`src/audio_routing_consts.vh`:
```
// Constants for the audio output routing register and its serial port
`ifndef AUDIO_ROUTING_CONSTS_VH
`define AUDIO_ROUTING_CONSTS_VH

// ----------------------------------------------------------------
// Register location
// ----------------------------------------------------------------
`define ROUTING_REG_OFFSET     6'h20
`define ROUTING_REG_PAGE       4'h2
`define ROUTING_REG_RESET      16'h0006

// ----------------------------------------------------------------
// Field positions
// ----------------------------------------------------------------
`define DIFF_SEL_BIT           15
`define DAC_PRI_HI             14
`define DAC_PRI_LO             13
`define AST_PRI_BIT            12
`define BUZ_PRI_BIT            11
`define KCL_PRI_BIT            10
`define CPI_PRI_BIT            9
`define DAC_SEC_HI             8
`define DAC_SEC_LO             7
`define AST_SEC_BIT            6
`define BUZ_SEC_BIT            5
`define KCL_SEC_BIT            4
`define CPI_SEC_BIT            3
`define MUTE_PRI_BIT           2
`define MUTE_SEC_BIT           1
`define HP_PROT_BIT            0

// ----------------------------------------------------------------
// Command word layout
// ----------------------------------------------------------------
`define CMD_READ_BIT           15
`define CMD_PAGE_HI            14
`define CMD_PAGE_LO            11
`define CMD_ADDR_HI            10
`define CMD_ADDR_LO            5

// ----------------------------------------------------------------
// Frame bit counts
// ----------------------------------------------------------------
`define CMD_LAST_BIT           6'h0F
`define DATA_FIRST_BIT         6'h10
`define FRAME_LAST_BIT         6'h1F
`define FRAME_BITS             6'h20

`endif

```
`src/serial_frame_slave.v`:
```
// Oversampled serial control port slave: 16-bit command then 16-bit data
`timescale 1ns/10ps
`include "audio_routing_consts.vh"

module serial_frame_slave (
    // Clock and reset
    input  wire        clock,
    input  wire        reset,
    input  wire        ce,
    // Serial pins
    input  wire        sclk_pin,
    input  wire        cs_n_pin,
    input  wire        mosi_pin,
    output reg         miso,
    output reg         miso_oe_n,
    // Word side
    input  wire [15:0] rd_word,
    output reg  [15:0] cmd_word,
    output reg         cmd_strobe,
    output reg  [15:0] wr_word,
    output reg         wr_strobe
);

    reg [1:0]  sclk_s_q;
    reg [1:0]  cs_n_s_q;
    reg [1:0]  mosi_s_q;
    reg        sclk_prev_q;
    reg [5:0]  bit_cnt_q;
    reg [15:0] rx_q;
    reg [15:0] tx_q;
    reg        load_q;

    wire       sclk_rise = sclk_s_q[1] & ~sclk_prev_q;
    wire       sclk_fall = ~sclk_s_q[1] & sclk_prev_q;
    wire       active    = ~cs_n_s_q[1];
    wire [15:0] rx_next  = {rx_q[14:0], mosi_s_q[1]};

    always @(posedge clock or posedge reset) begin
        if (reset) begin
            sclk_s_q    <= 2'h0;
            cs_n_s_q    <= 2'h3;
            mosi_s_q    <= 2'h0;
            sclk_prev_q <= 1'b0;
            bit_cnt_q   <= 6'h00;
            rx_q        <= 16'h0000;
            tx_q        <= 16'h0000;
            load_q      <= 1'b0;
            cmd_word    <= 16'h0000;
            cmd_strobe  <= 1'b0;
            wr_word     <= 16'h0000;
            wr_strobe   <= 1'b0;
            miso        <= 1'b0;
            miso_oe_n   <= 1'b1;
        end else if (ce) begin
            sclk_s_q    <= {sclk_s_q[0], sclk_pin};
            cs_n_s_q    <= {cs_n_s_q[0], cs_n_pin};
            mosi_s_q    <= {mosi_s_q[0], mosi_pin};
            sclk_prev_q <= sclk_s_q[1];
            cmd_strobe  <= 1'b0;
            wr_strobe   <= 1'b0;
            load_q      <= cmd_strobe;
            // Read data is sampled one cycle after the command is decoded
            if (load_q) begin
                tx_q <= rd_word;
            end
            if (!active) begin
                bit_cnt_q <= 6'h00;
                miso      <= 1'b0;
                miso_oe_n <= 1'b1;
            end else begin
                miso_oe_n <= 1'b0;
                if (sclk_rise && bit_cnt_q < `FRAME_BITS) begin
                    rx_q      <= rx_next;
                    bit_cnt_q <= bit_cnt_q + 6'h01;
                    if (bit_cnt_q == `CMD_LAST_BIT) begin
                        cmd_word   <= rx_next;
                        cmd_strobe <= 1'b1;
                    end
                    if (bit_cnt_q == `FRAME_LAST_BIT) begin
                        wr_word   <= rx_next;
                        wr_strobe <= 1'b1;
                    end
                end
                // Data phase shifts out MSB first on falling edges
                if (sclk_fall && bit_cnt_q >= `DATA_FIRST_BIT && bit_cnt_q < `FRAME_BITS) begin
                    miso <= tx_q[15];
                    tx_q <= {tx_q[14:0], 1'b0};
                end
            end
        end
    end

endmodule

```
`src/audio_output_routing_regs.v`:
```
// Audio output routing control register with serial port and driver gating
`timescale 1ns/10ps
`include "audio_routing_consts.vh"

module audio_output_routing_regs (
    // Clock and reset
    input  wire       clock,
    input  wire       reset,
    input  wire       ce,
    // Serial control port
    input  wire       sclk_pin,
    input  wire       cs_n_pin,
    input  wire       mosi_pin,
    output wire       miso,
    output wire       miso_oe_n,
    // Driver power requests from the power control registers
    input  wire       primary_power_request,
    input  wire       earpiece_power_request,
    // Driver enables after automatic power-down, and the secondary power request
    output reg        primary_speaker_driver_en,
    output reg        inverting_earpiece_driver_en,
    output reg        secondary_speaker_driver_en,
    input  wire       secondary_power_request,
    // Mode
    output reg        differential_output_select,
    // Primary path routing
    output reg  [1:0] dac_to_primary_route,
    output reg        sidetone_to_primary_route,
    output reg        buzzer_to_primary_route,
    output reg        keyclick_to_primary_route,
    output reg        cellin_to_primary_route,
    output reg        primary_path_mute,
    // Secondary driver routing, forced off in differential mode
    output reg  [1:0] dac_to_secondary_route,
    output reg        sidetone_to_secondary_route,
    output reg        buzzer_to_secondary_route,
    output reg        keyclick_to_secondary_route,
    output reg        cellin_to_secondary_route,
    output reg        secondary_driver_mute,
    // Protection
    output reg        headphone_short_protect_disable
);

    // ----------------------------------------------------------------
    // Serial port
    // ----------------------------------------------------------------
    wire [15:0] cmd_word;
    wire        cmd_strobe;
    wire [15:0] wr_word;
    wire        wr_strobe;
    reg  [15:0] rd_word_q;
    reg         cmd_hit_q;
    reg         cmd_read_q;

    serial_frame_slave u_port (
        .clock      (clock),
        .reset      (reset),
        .ce         (ce),
        .sclk_pin   (sclk_pin),
        .cs_n_pin   (cs_n_pin),
        .mosi_pin   (mosi_pin),
        .miso       (miso),
        .miso_oe_n  (miso_oe_n),
        .rd_word    (rd_word_q),
        .cmd_word   (cmd_word),
        .cmd_strobe (cmd_strobe),
        .wr_word    (wr_word),
        .wr_strobe  (wr_strobe)
    );

    // ----------------------------------------------------------------
    // Command decode
    // ----------------------------------------------------------------
    reg  [15:0] ctrl_q;
    wire [3:0]  cmd_page = cmd_word[`CMD_PAGE_HI:`CMD_PAGE_LO];
    wire [5:0]  cmd_addr = cmd_word[`CMD_ADDR_HI:`CMD_ADDR_LO];
    reg         cmd_match;
    reg  [15:0] rd_word_d;

    // Bits below the address field are ignored
    // Unmapped reads return zero; the write-only bit always reads zero
    always @* begin
        cmd_match = 1'b0;
        rd_word_d = 16'h0000;
        if (cmd_page != `ROUTING_REG_PAGE) begin
            cmd_match = 1'b0;
        end else if (cmd_addr == `ROUTING_REG_OFFSET) begin
            cmd_match = 1'b1;
            rd_word_d = {ctrl_q[15:1], 1'b0};
        end
    end

    // ----------------------------------------------------------------
    // Control register
    // ----------------------------------------------------------------
    wire        write_hit = wr_strobe && cmd_hit_q && !cmd_read_q;

    always @(posedge clock or posedge reset) begin
        if (reset) begin
            ctrl_q     <= `ROUTING_REG_RESET;
            cmd_hit_q  <= 1'b0;
            cmd_read_q <= 1'b0;
            rd_word_q  <= 16'h0000;
        end else if (ce) begin
            // Target and direction are held for the data half of the frame
            if (cmd_strobe) begin
                cmd_hit_q  <= cmd_match;
                cmd_read_q <= cmd_word[`CMD_READ_BIT];
                rd_word_q  <= rd_word_d;
            end
            if (write_hit) begin
                ctrl_q <= wr_word;
            end
        end
    end

    // ----------------------------------------------------------------
    // Driver power gating
    // ----------------------------------------------------------------
    wire diff_mode      = ctrl_q[`DIFF_SEL_BIT];
    wire pair_ok        = primary_power_request & earpiece_power_request;
    wire pair_en        = ~diff_mode | pair_ok;
    wire primary_en_d   = primary_power_request & pair_en;
    wire earpiece_en_d  = earpiece_power_request & pair_en;
    // The secondary driver takes no part in the differential pair
    wire secondary_en_d = secondary_power_request & ~diff_mode;

    always @(posedge clock or posedge reset) begin
        if (reset) begin
            primary_speaker_driver_en    <= 1'b0;
            inverting_earpiece_driver_en <= 1'b0;
            secondary_speaker_driver_en  <= 1'b0;
        end else if (ce) begin
            primary_speaker_driver_en    <= primary_en_d;
            inverting_earpiece_driver_en <= earpiece_en_d;
            secondary_speaker_driver_en  <= secondary_en_d;
        end
    end

    // ----------------------------------------------------------------
    // Secondary routing, single-ended only
    // ----------------------------------------------------------------
    reg  [1:0]  dac_secondary_d;
    reg         sidetone_secondary_d;
    reg         buzzer_secondary_d;
    reg         keyclick_secondary_d;
    reg         cellin_secondary_d;
    reg         secondary_mute_d;

    // Differential mode parks the secondary driver silent and muted
    always @* begin
        dac_secondary_d      = ctrl_q[`DAC_SEC_HI:`DAC_SEC_LO];
        sidetone_secondary_d = ctrl_q[`AST_SEC_BIT];
        buzzer_secondary_d   = ctrl_q[`BUZ_SEC_BIT];
        keyclick_secondary_d = ctrl_q[`KCL_SEC_BIT];
        cellin_secondary_d   = ctrl_q[`CPI_SEC_BIT];
        secondary_mute_d     = ctrl_q[`MUTE_SEC_BIT];
        // Forced values win over the stored fields
        if (diff_mode) begin
            dac_secondary_d      = 2'h0;
            sidetone_secondary_d = 1'b0;
            buzzer_secondary_d   = 1'b0;
            keyclick_secondary_d = 1'b0;
            cellin_secondary_d   = 1'b0;
            secondary_mute_d     = 1'b1;
        end
    end

    // ----------------------------------------------------------------
    // Routing outputs
    // ----------------------------------------------------------------
    always @(posedge clock or posedge reset) begin
        if (reset) begin
            differential_output_select      <= 1'b0;
            dac_to_primary_route            <= 2'h0;
            sidetone_to_primary_route       <= 1'b0;
            buzzer_to_primary_route         <= 1'b0;
            keyclick_to_primary_route       <= 1'b0;
            cellin_to_primary_route         <= 1'b0;
            primary_path_mute               <= 1'b1;
            dac_to_secondary_route          <= 2'h0;
            sidetone_to_secondary_route     <= 1'b0;
            buzzer_to_secondary_route       <= 1'b0;
            keyclick_to_secondary_route     <= 1'b0;
            cellin_to_secondary_route       <= 1'b0;
            secondary_driver_mute           <= 1'b1;
            headphone_short_protect_disable <= 1'b0;
        end else if (ce) begin
            // Primary settings act in both output modes
            differential_output_select      <= diff_mode;
            dac_to_primary_route            <= ctrl_q[`DAC_PRI_HI:`DAC_PRI_LO];
            sidetone_to_primary_route       <= ctrl_q[`AST_PRI_BIT];
            buzzer_to_primary_route         <= ctrl_q[`BUZ_PRI_BIT];
            keyclick_to_primary_route       <= ctrl_q[`KCL_PRI_BIT];
            cellin_to_primary_route         <= ctrl_q[`CPI_PRI_BIT];
            primary_path_mute               <= ctrl_q[`MUTE_PRI_BIT];
            dac_to_secondary_route          <= dac_secondary_d;
            sidetone_to_secondary_route     <= sidetone_secondary_d;
            buzzer_to_secondary_route       <= buzzer_secondary_d;
            keyclick_to_secondary_route     <= keyclick_secondary_d;
            cellin_to_secondary_route       <= cellin_secondary_d;
            secondary_driver_mute           <= secondary_mute_d;
            headphone_short_protect_disable <= ctrl_q[`HP_PROT_BIT];
        end
    end

endmodule

```
`config.mk`:
```
export PLATFORM = sky130hd
export DESIGN_NAME = audio_output_routing_regs
export DESIGN_NICKNAME = d
export VERILOG_FILES = /design/src/serial_frame_slave.v /design/src/audio_output_routing_regs.v
export VERILOG_INCLUDE_DIRS = /design/src
export SDC_FILE = /design/constraint.sdc
export NUM_CORES = 1
export LEC_CHECK = 0
export ABC_AREA = 1
export BUFFER_PORTS_ARGS = -buffer_cell sky130_fd_sc_hd__buf_4
export CORE_MARGIN = 4
export CORE_UTILIZATION = 65
export DETAILED_ROUTE_END_ITERATION = 10
export PLACE_DENSITY = 0.84
export SLEW_MARGIN = 40
export SYNTH_ARGS = -nofsm -noshare
export SYNTH_HDL_FRONTEND = slang
export SYNTH_SLANG_ARGS = --single-unit
```
`constraint.sdc`:
```
create_clock -name clock -period 13.2 [get_ports clock]
set_clock_uncertainty 0.15 [all_clocks]
set_input_delay 2.64 -clock clock [delete_from_list [all_inputs] [get_ports clock]]
set_output_delay 2.64 -clock clock [all_outputs]
set_load 0.01 [all_outputs]
```
==> qor.txt, run 1 <==
Layout area overhead - 15.6%
met3 track utilization from global routing - 4.88%
number of slew-limit violations in the final report - 0
number of endpoints with negative hold slack in the final report - 0
number of nets in the layout - 635
required time reported for the critical path endpoint - 13430 ps
Synth Register Bits - 128
end point of the critical path - u_port.wr_word[0]
TritonCTS clock tree - built
All-Layer GR Usage - 26.2%
count of cell types in the netlist - 29
top post-synthesis cells by area - dfrtp_1 57%, nand2_1 12%, inv_1 5.8%
fraction of post-synthesis cell area in the top cell type by area - 56.9%
TritonCTS sink count - 128
Post-Route Setup TNS - 0 ps
number of top-level pins - 30
met1 track utilization from global routing - 34.9%
TritonRoute pass-1 iters - 5
commonest cells in the netlist - 175 x nand2_1, 121 x dfrtp_1, 82 x inv_1, 56 x o21ai_0, 29 x nand3_1
Routed wire per std cell - 16.1 um
Bufs on Longest Clock Path - 2
synthesized cell area - 5330 um^2
area of the core - 7850 um^2
pin count of the biggest net entering global routing - 80
synthesized area per cell - 8.86 um^2
highest clock frequency the design can meet - 219 MHz
Port Buf Inserts - 29
vias in the first global route - 4136
Die Y-Extent - 98.5 um
buffers inserted by post-CTS timing repair - 0
worst setup path startpoint - ce
Peak supply drop - 0.113 mV
DR vias - 4144
Slew @ Worst Pin - 740 ps
Max-Cap Viols - 0
Rows - 32
PwrDens - 161 nW/um^2
initial DRC count - 344
instance count of the mapped netlist - 601
count of hold buffers inserted by post-cts repair - 0
H-tree levels - 4
origin of the critical flop-to-flop path - u_port.cs_n_s_q[1]
RSZ-0062 raised after global routing - false
global routing met2 resource utilization - 43.4%
die width - 98.5 um
clock period minus worst slack - 4570 ps
layer with the highest usage - met2
total of warnings raised by yosys - 0
initial standard-cell utilization of the core - 67.9%
post-route fraction of the period consumed by the critical path - 34.6%
category of the worst setup path launch point - input port
number of antenna cells inserted - 0
cell taking the most area after synthesis - dfrtp_1
final setup fails - 0
Worst Path Class, Setup - in2reg
largest fanout of any net on the critical path - 41
slack of the worst reg-to-reg path - 10850 ps
detailed placer's ending HPWL - 7290 um
Post-synth EDFFs - 0
Crit Reg-Reg Endpoint - u_port.tx_q[15]
most used standard cell by instance count after synthesis - nand2_1
TritonCTS buffer count - 17
number of cells on the worst reg-to-reg path - 7
via density per instance - 5.60
register clock-pin slew on the reported worst setup and hold paths - 60 ps
path category of the worst min-delay check - reg2reg
Async SR Flop Fraction - 100%
Post-route DRC - 0
final weighted congestion in routability-driven placement - 0.781
antenna-violating nets left - 0
number of gates resized after CTS - 0
Top FF cell, synth - dfrtp_1
grt total ovfl - 0
Total Wirelength - 11900 um
wire length of the first global-routing pass - 20200 um
sequential element share of the synthesized area - 60.3%
later-pin clock latency in the skew report - 530 ps
kind of end point of the critical path - register
die outline area - 9700 um^2
Pleak - 3.12 nW
Data arrival, critical path - 4800 ps
Rel. slew slack - 50.4%
status - completed
fraction of final layout cells sized beyond drive strength 1 - 14.3%
post-synth net total - 611
worst hold slack - 317 ps
initial antenna violation count - 0
Clock Tree Root - clkbuf_8
worst max-delay path, cell delays in order:
cell	delay, ps
buf_4	370
inv_2	330
nor2_4	210
inv_2	90
nor2_8	390
nand2_2	470
nand2_1	190
o21ai_1	90
where the power goes:
group	switching (W)	internal, W
sequential	0.0000248	0.000432
combinational	0.0000584	0.0000241
clock	0.000173	0.000278
total	0.000256	0.000734
state kept, by name, summed over array words and instances (netlist names), 2 cells and up:
name,flops
u_port.tx_q,16
u_port.sclk_s_q,2
dac_to_primary_route,2
u_port.rx_q,15
ctrl_q,16
u_port.cmd_word,11
dac_to_secondary_route,2
u_port.cs_n_s_q,2
u_port.mosi_s_q,2
u_port.wr_word,16
u_port.bit_cnt_q,6
rd_word_q,15
layer usage:
metal,share of wire [%],vias up
met2,52,119
met3,4.5,28
met1,42,2059
li1,-,1938
met5,0,-
met4,1.8,0
layout make-up:
cell class | count | area, um^2
flip-flops and latches | 128 | 3210
fillers | 515 | 1690
multi-input cells | 361 | 1680
clock buffers | 19 | 442
inverters | 87 | 329
repair buffers | 30 | 229
clock inverters | 13 | 138
well taps | 102 | 128
cell families (layout without fill, tap and decap cells):
| family | after synthesis | in the layout | share of synthesized area, % |
|---|---|---|---|
| simple gates | 260 | 260 | 21.5 |
| compound gates | 99 | 99 | 9.52 |
| xor+xnor | 1 | 1 | 0.165 |
| buf+inv | 112 | 149 | 8.29 |
| flops | 128 | 128 | 60.3 |
| fa+ha+maj | 1 | 1 | 0.235 |
how the worst min path moves through the flow:
| stage | start | endpoint | depth (start not counted) |
|---|---|---|---|
| detailed placement | dac_to_primary_route[1] | dac_to_primary_route[1] | 2 |
| finish | u_port.cs_n_s_q[0] | u_port.cs_n_s_q[0] | 2 |
| CTS | u_port.cs_n_s_q[0] | u_port.cs_n_s_q[0] | 2 |
| floorplan | u_port.cmd_word[15] | cmd_read_q | 2 |
| global placement | u_port.cs_n_s_q[0] | u_port.cs_n_s_q[0] | 2 |
| global route | u_port.cs_n_s_q[0] | u_port.cs_n_s_q[0] | 2 |
stage by stage:
stage / total power [W] / worst slack (ps) / area, um^2 / util, % / cells
final: 0.000990 / 8630 / 6160 / 78.5 / 740
after floorplan: 0.000516 / 7010 / 5330 / - / 601
after CTS: 0.000991 / 8670 / 6150 / 78.4 / 740
after global placement: 0.000535 / 8290 / 5570 / 70.9 / 708
after detailed placement: 0.000542 / 8180 / 5570 / 71.0 / 708
after global routing: 0.00103 / 8410 / 6160 / 78.5 / 740
placed cells by master, fill, tap and decap left out, types with 4 or more instances in the layout:
cell	synthesis	routed
a21oi_1	11	11
nor2_1	20	20
clkbuf_16	0	16
dfstp_2	7	7
buf_4	0	29
nand3_1	29	28
o21ai_1	28	28
clkinvlp_4	0	6
o21ai_0	56	56
nand4_1	17	17
nand2_1	175	175
inv_1	82	81
or2_2	7	7
dfrtp_1	121	121
nand2_2	4	4
Note: power is estimated with default switching activity, not from simulation.
==> inputs of run 2 (changes only) <==
- CORE_UTILIZATION: 65 -> 60
- PLACE_DENSITY: 0.84 -> 0.79
- clock period: 13.2 -> 4.7 ns (I/O delays scaled with it)
==> qor.txt, run 2 (synthesized netlist as in run 1, its figures left out) <==
Peak supply drop - 0.363 mV
vias in the first global route - 4006
CP delay by family, top - simple AND/OR/NAND/NOR gates
number of fillers in the final layout - 587
Routed wire per std cell - 15.5 um
CP Buf/Inv Count - 3
number of slew-limit violations in the final report - 0
Pleak - 3.17 nW
path category of the worst min-delay check - reg2reg
cell with the biggest individual delay on the critical path - nand2_2
origin of the critical flop-to-flop path - u_port.cs_n_s_q[1]
via density per instance - 5.46
Die Y-Extent - 102 um
end point of the critical path - u_port.wr_word[9]
buffers inserted by post-CTS timing repair - 0
slack of the worst reg-to-reg path - 2340 ps
number of antenna cells inserted - 0
worst setup path startpoint - ce
layer with the highest usage - met2
die outline area - 10400 um^2
antenna-violating nets left - 0
Bufs on Longest Clock Path - 2
fraction of final layout cells sized beyond drive strength 1 - 14.2%
number of gates resized after CTS - 0
Total Wirelength - 11600 um
area of the core - 8680 um^2
Post-route DRC - 0
met3 track utilization from global routing - 6.69%
Post-Route Setup TNS - 0 ps
Post-Place Cell Area - 5590 um^2
Max-Cap Viols - 0
RSZ-0062 raised after global routing - false
TritonCTS sink count - 128
TritonCTS buffer count - 17
met1 track utilization from global routing - 32.1%
later-pin clock latency in the skew report - 510 ps
Slew @ Worst Pin - 642 ps
highest clock frequency the design can meet - 341 MHz
initial antenna violation count - 0
wire length of the first global-routing pass - 19500 um
DR vias - 4082
number of endpoints with negative hold slack in the final report - 0
register clock-pin slew on the reported worst setup and hold paths - 60 ps
registers with the highest flip-flop counts - ctrl_q (16), u_port.tx_q (16), u_port.wr_word (16)
category of the worst setup path launch point - input port
clock period minus worst slack - 2930 ps
commonest non-fill, non-tap cell in the layout - nand2_1
number of cells on the worst reg-to-reg path - 7
detailed placer's ending HPWL - 7080 um
TritonCTS clock tree - built
crit-path max cell delay - 480 ps
Rows - 34
required time reported for the critical path endpoint - 4920 ps
largest fanout of any net on the critical path - 41
Port Buf Inserts - 29
TritonRoute pass-1 iters - 5
kind of end point of the critical path - register
H-tree levels - 4
Rel. slew slack - 57.0%
PwrDens - 471 nW/um^2
final weighted congestion in routability-driven placement - 0.831
path length in cells of the critical path - 8
status - completed
top library cells by usage in the layout, fill and taps aside - 175 x nand2_1, 121 x dfrtp_1, 81 x inv_1
initial standard-cell utilization of the core - 61.4%
area of all placed cells without fillers - 6240 um^2
initial DRC count - 266
Worst Path Class, Setup - in2reg
global routing met2 resource utilization - 39.5%
Data arrival, critical path - 3150 ps
All-Layer GR Usage - 24.2%
die width - 102 um
Layout area overhead - 17.1%
crit-path most repeated cell - inv_2
number of top-level pins - 30
Crit Reg-Reg Endpoint - u_port.tx_q[3]
pin count of the biggest net entering global routing - 69
final setup fails - 0
grt total ovfl - 0
cell chain of the critical path - buf_4 -> inv_2 -> nor2_4 -> inv_2 -> nor2_8 -> nand2_2 -> nand2_1 -> o21ai_1
count of hold buffers inserted by post-cts repair - 0
number of nets in the layout - 636
Clock Tree Root - clkbuf_8
post-route fraction of the period consumed by the critical path - 62.4%
-- run 2: cell type report --
class / instances / area, um^2 / share of cell area, %
clock inverter: 14 / 225 / 3.61
clock buffer: 18 / 418 / 6.70
inverter: 87 / 332 / 5.32
tap: 108 / 135 / 2.17
sequential: 128 / 3210 / 51.5
timing repair buffer: 31 / 233 / 3.73
multi-input combinational: 361 / 1680 / 27.0
-- run 2: power breakdown --
group / internal, W / leakage (nW) / switching (W)
registers: 0.00121 / 1.60 / 0.0000650
logic: 0.0000688 / 1.25 / 0.000168
clock network: 0.000926 / 0.316 / 0.000500
total: 0.00221 / 3.17 / 0.000732
-- run 2: worst min-delay path by stage --
stage                        start                 end  slack, ps  depth (start not counted)
2_1_floorplan  u_port.cmd_word[15]          cmd_read_q        290                          2
3_3_place_gp    u_port.cs_n_s_q[0]  u_port.cs_n_s_q[0]        300                          2
3_5_place_dp     primary_path_mute   primary_path_mute        310                          2
4_1_cts          primary_path_mute   primary_path_mute        320                          2
5_1_grt         u_port.sclk_s_q[0]  u_port.sclk_s_q[1]        350                          2
6_report         primary_path_mute   primary_path_mute        320                          2
-- run 2: worst min-delay path: stages (launching register included) --
cell     delay, ps
dfstp_2        370
nand2_1         50
nand2_1         40
-- run 2: through the flow --
step / hold slack [ps] / std cells / total power (W) / setup WS (ps) / utilization [%]
6_report: 318 / 747 / 0.00294 / 1770 / 71.9
4_1_cts: 318 / 747 / 0.00295 / 1810 / 71.8
3_3_place_gp: 304 / 715 / 0.00151 / 1480 / 64.3
3_5_place_dp: 309 / 715 / 0.00152 / 1380 / 64.4
2_1_floorplan: 292 / 601 / 0.00145 / 209 / -
5_1_grt: 348 / 747 / 0.00306 / 1530 / 71.9
-- run 2: layer usage --
metal	part of all wire, %	up-vias	wire [um]
li1	-	1946	-
met1	43	1978	4950
met2	50	127	5780
met3	5.7	31	664
met4	1.7	0	195
met5	0	-	0
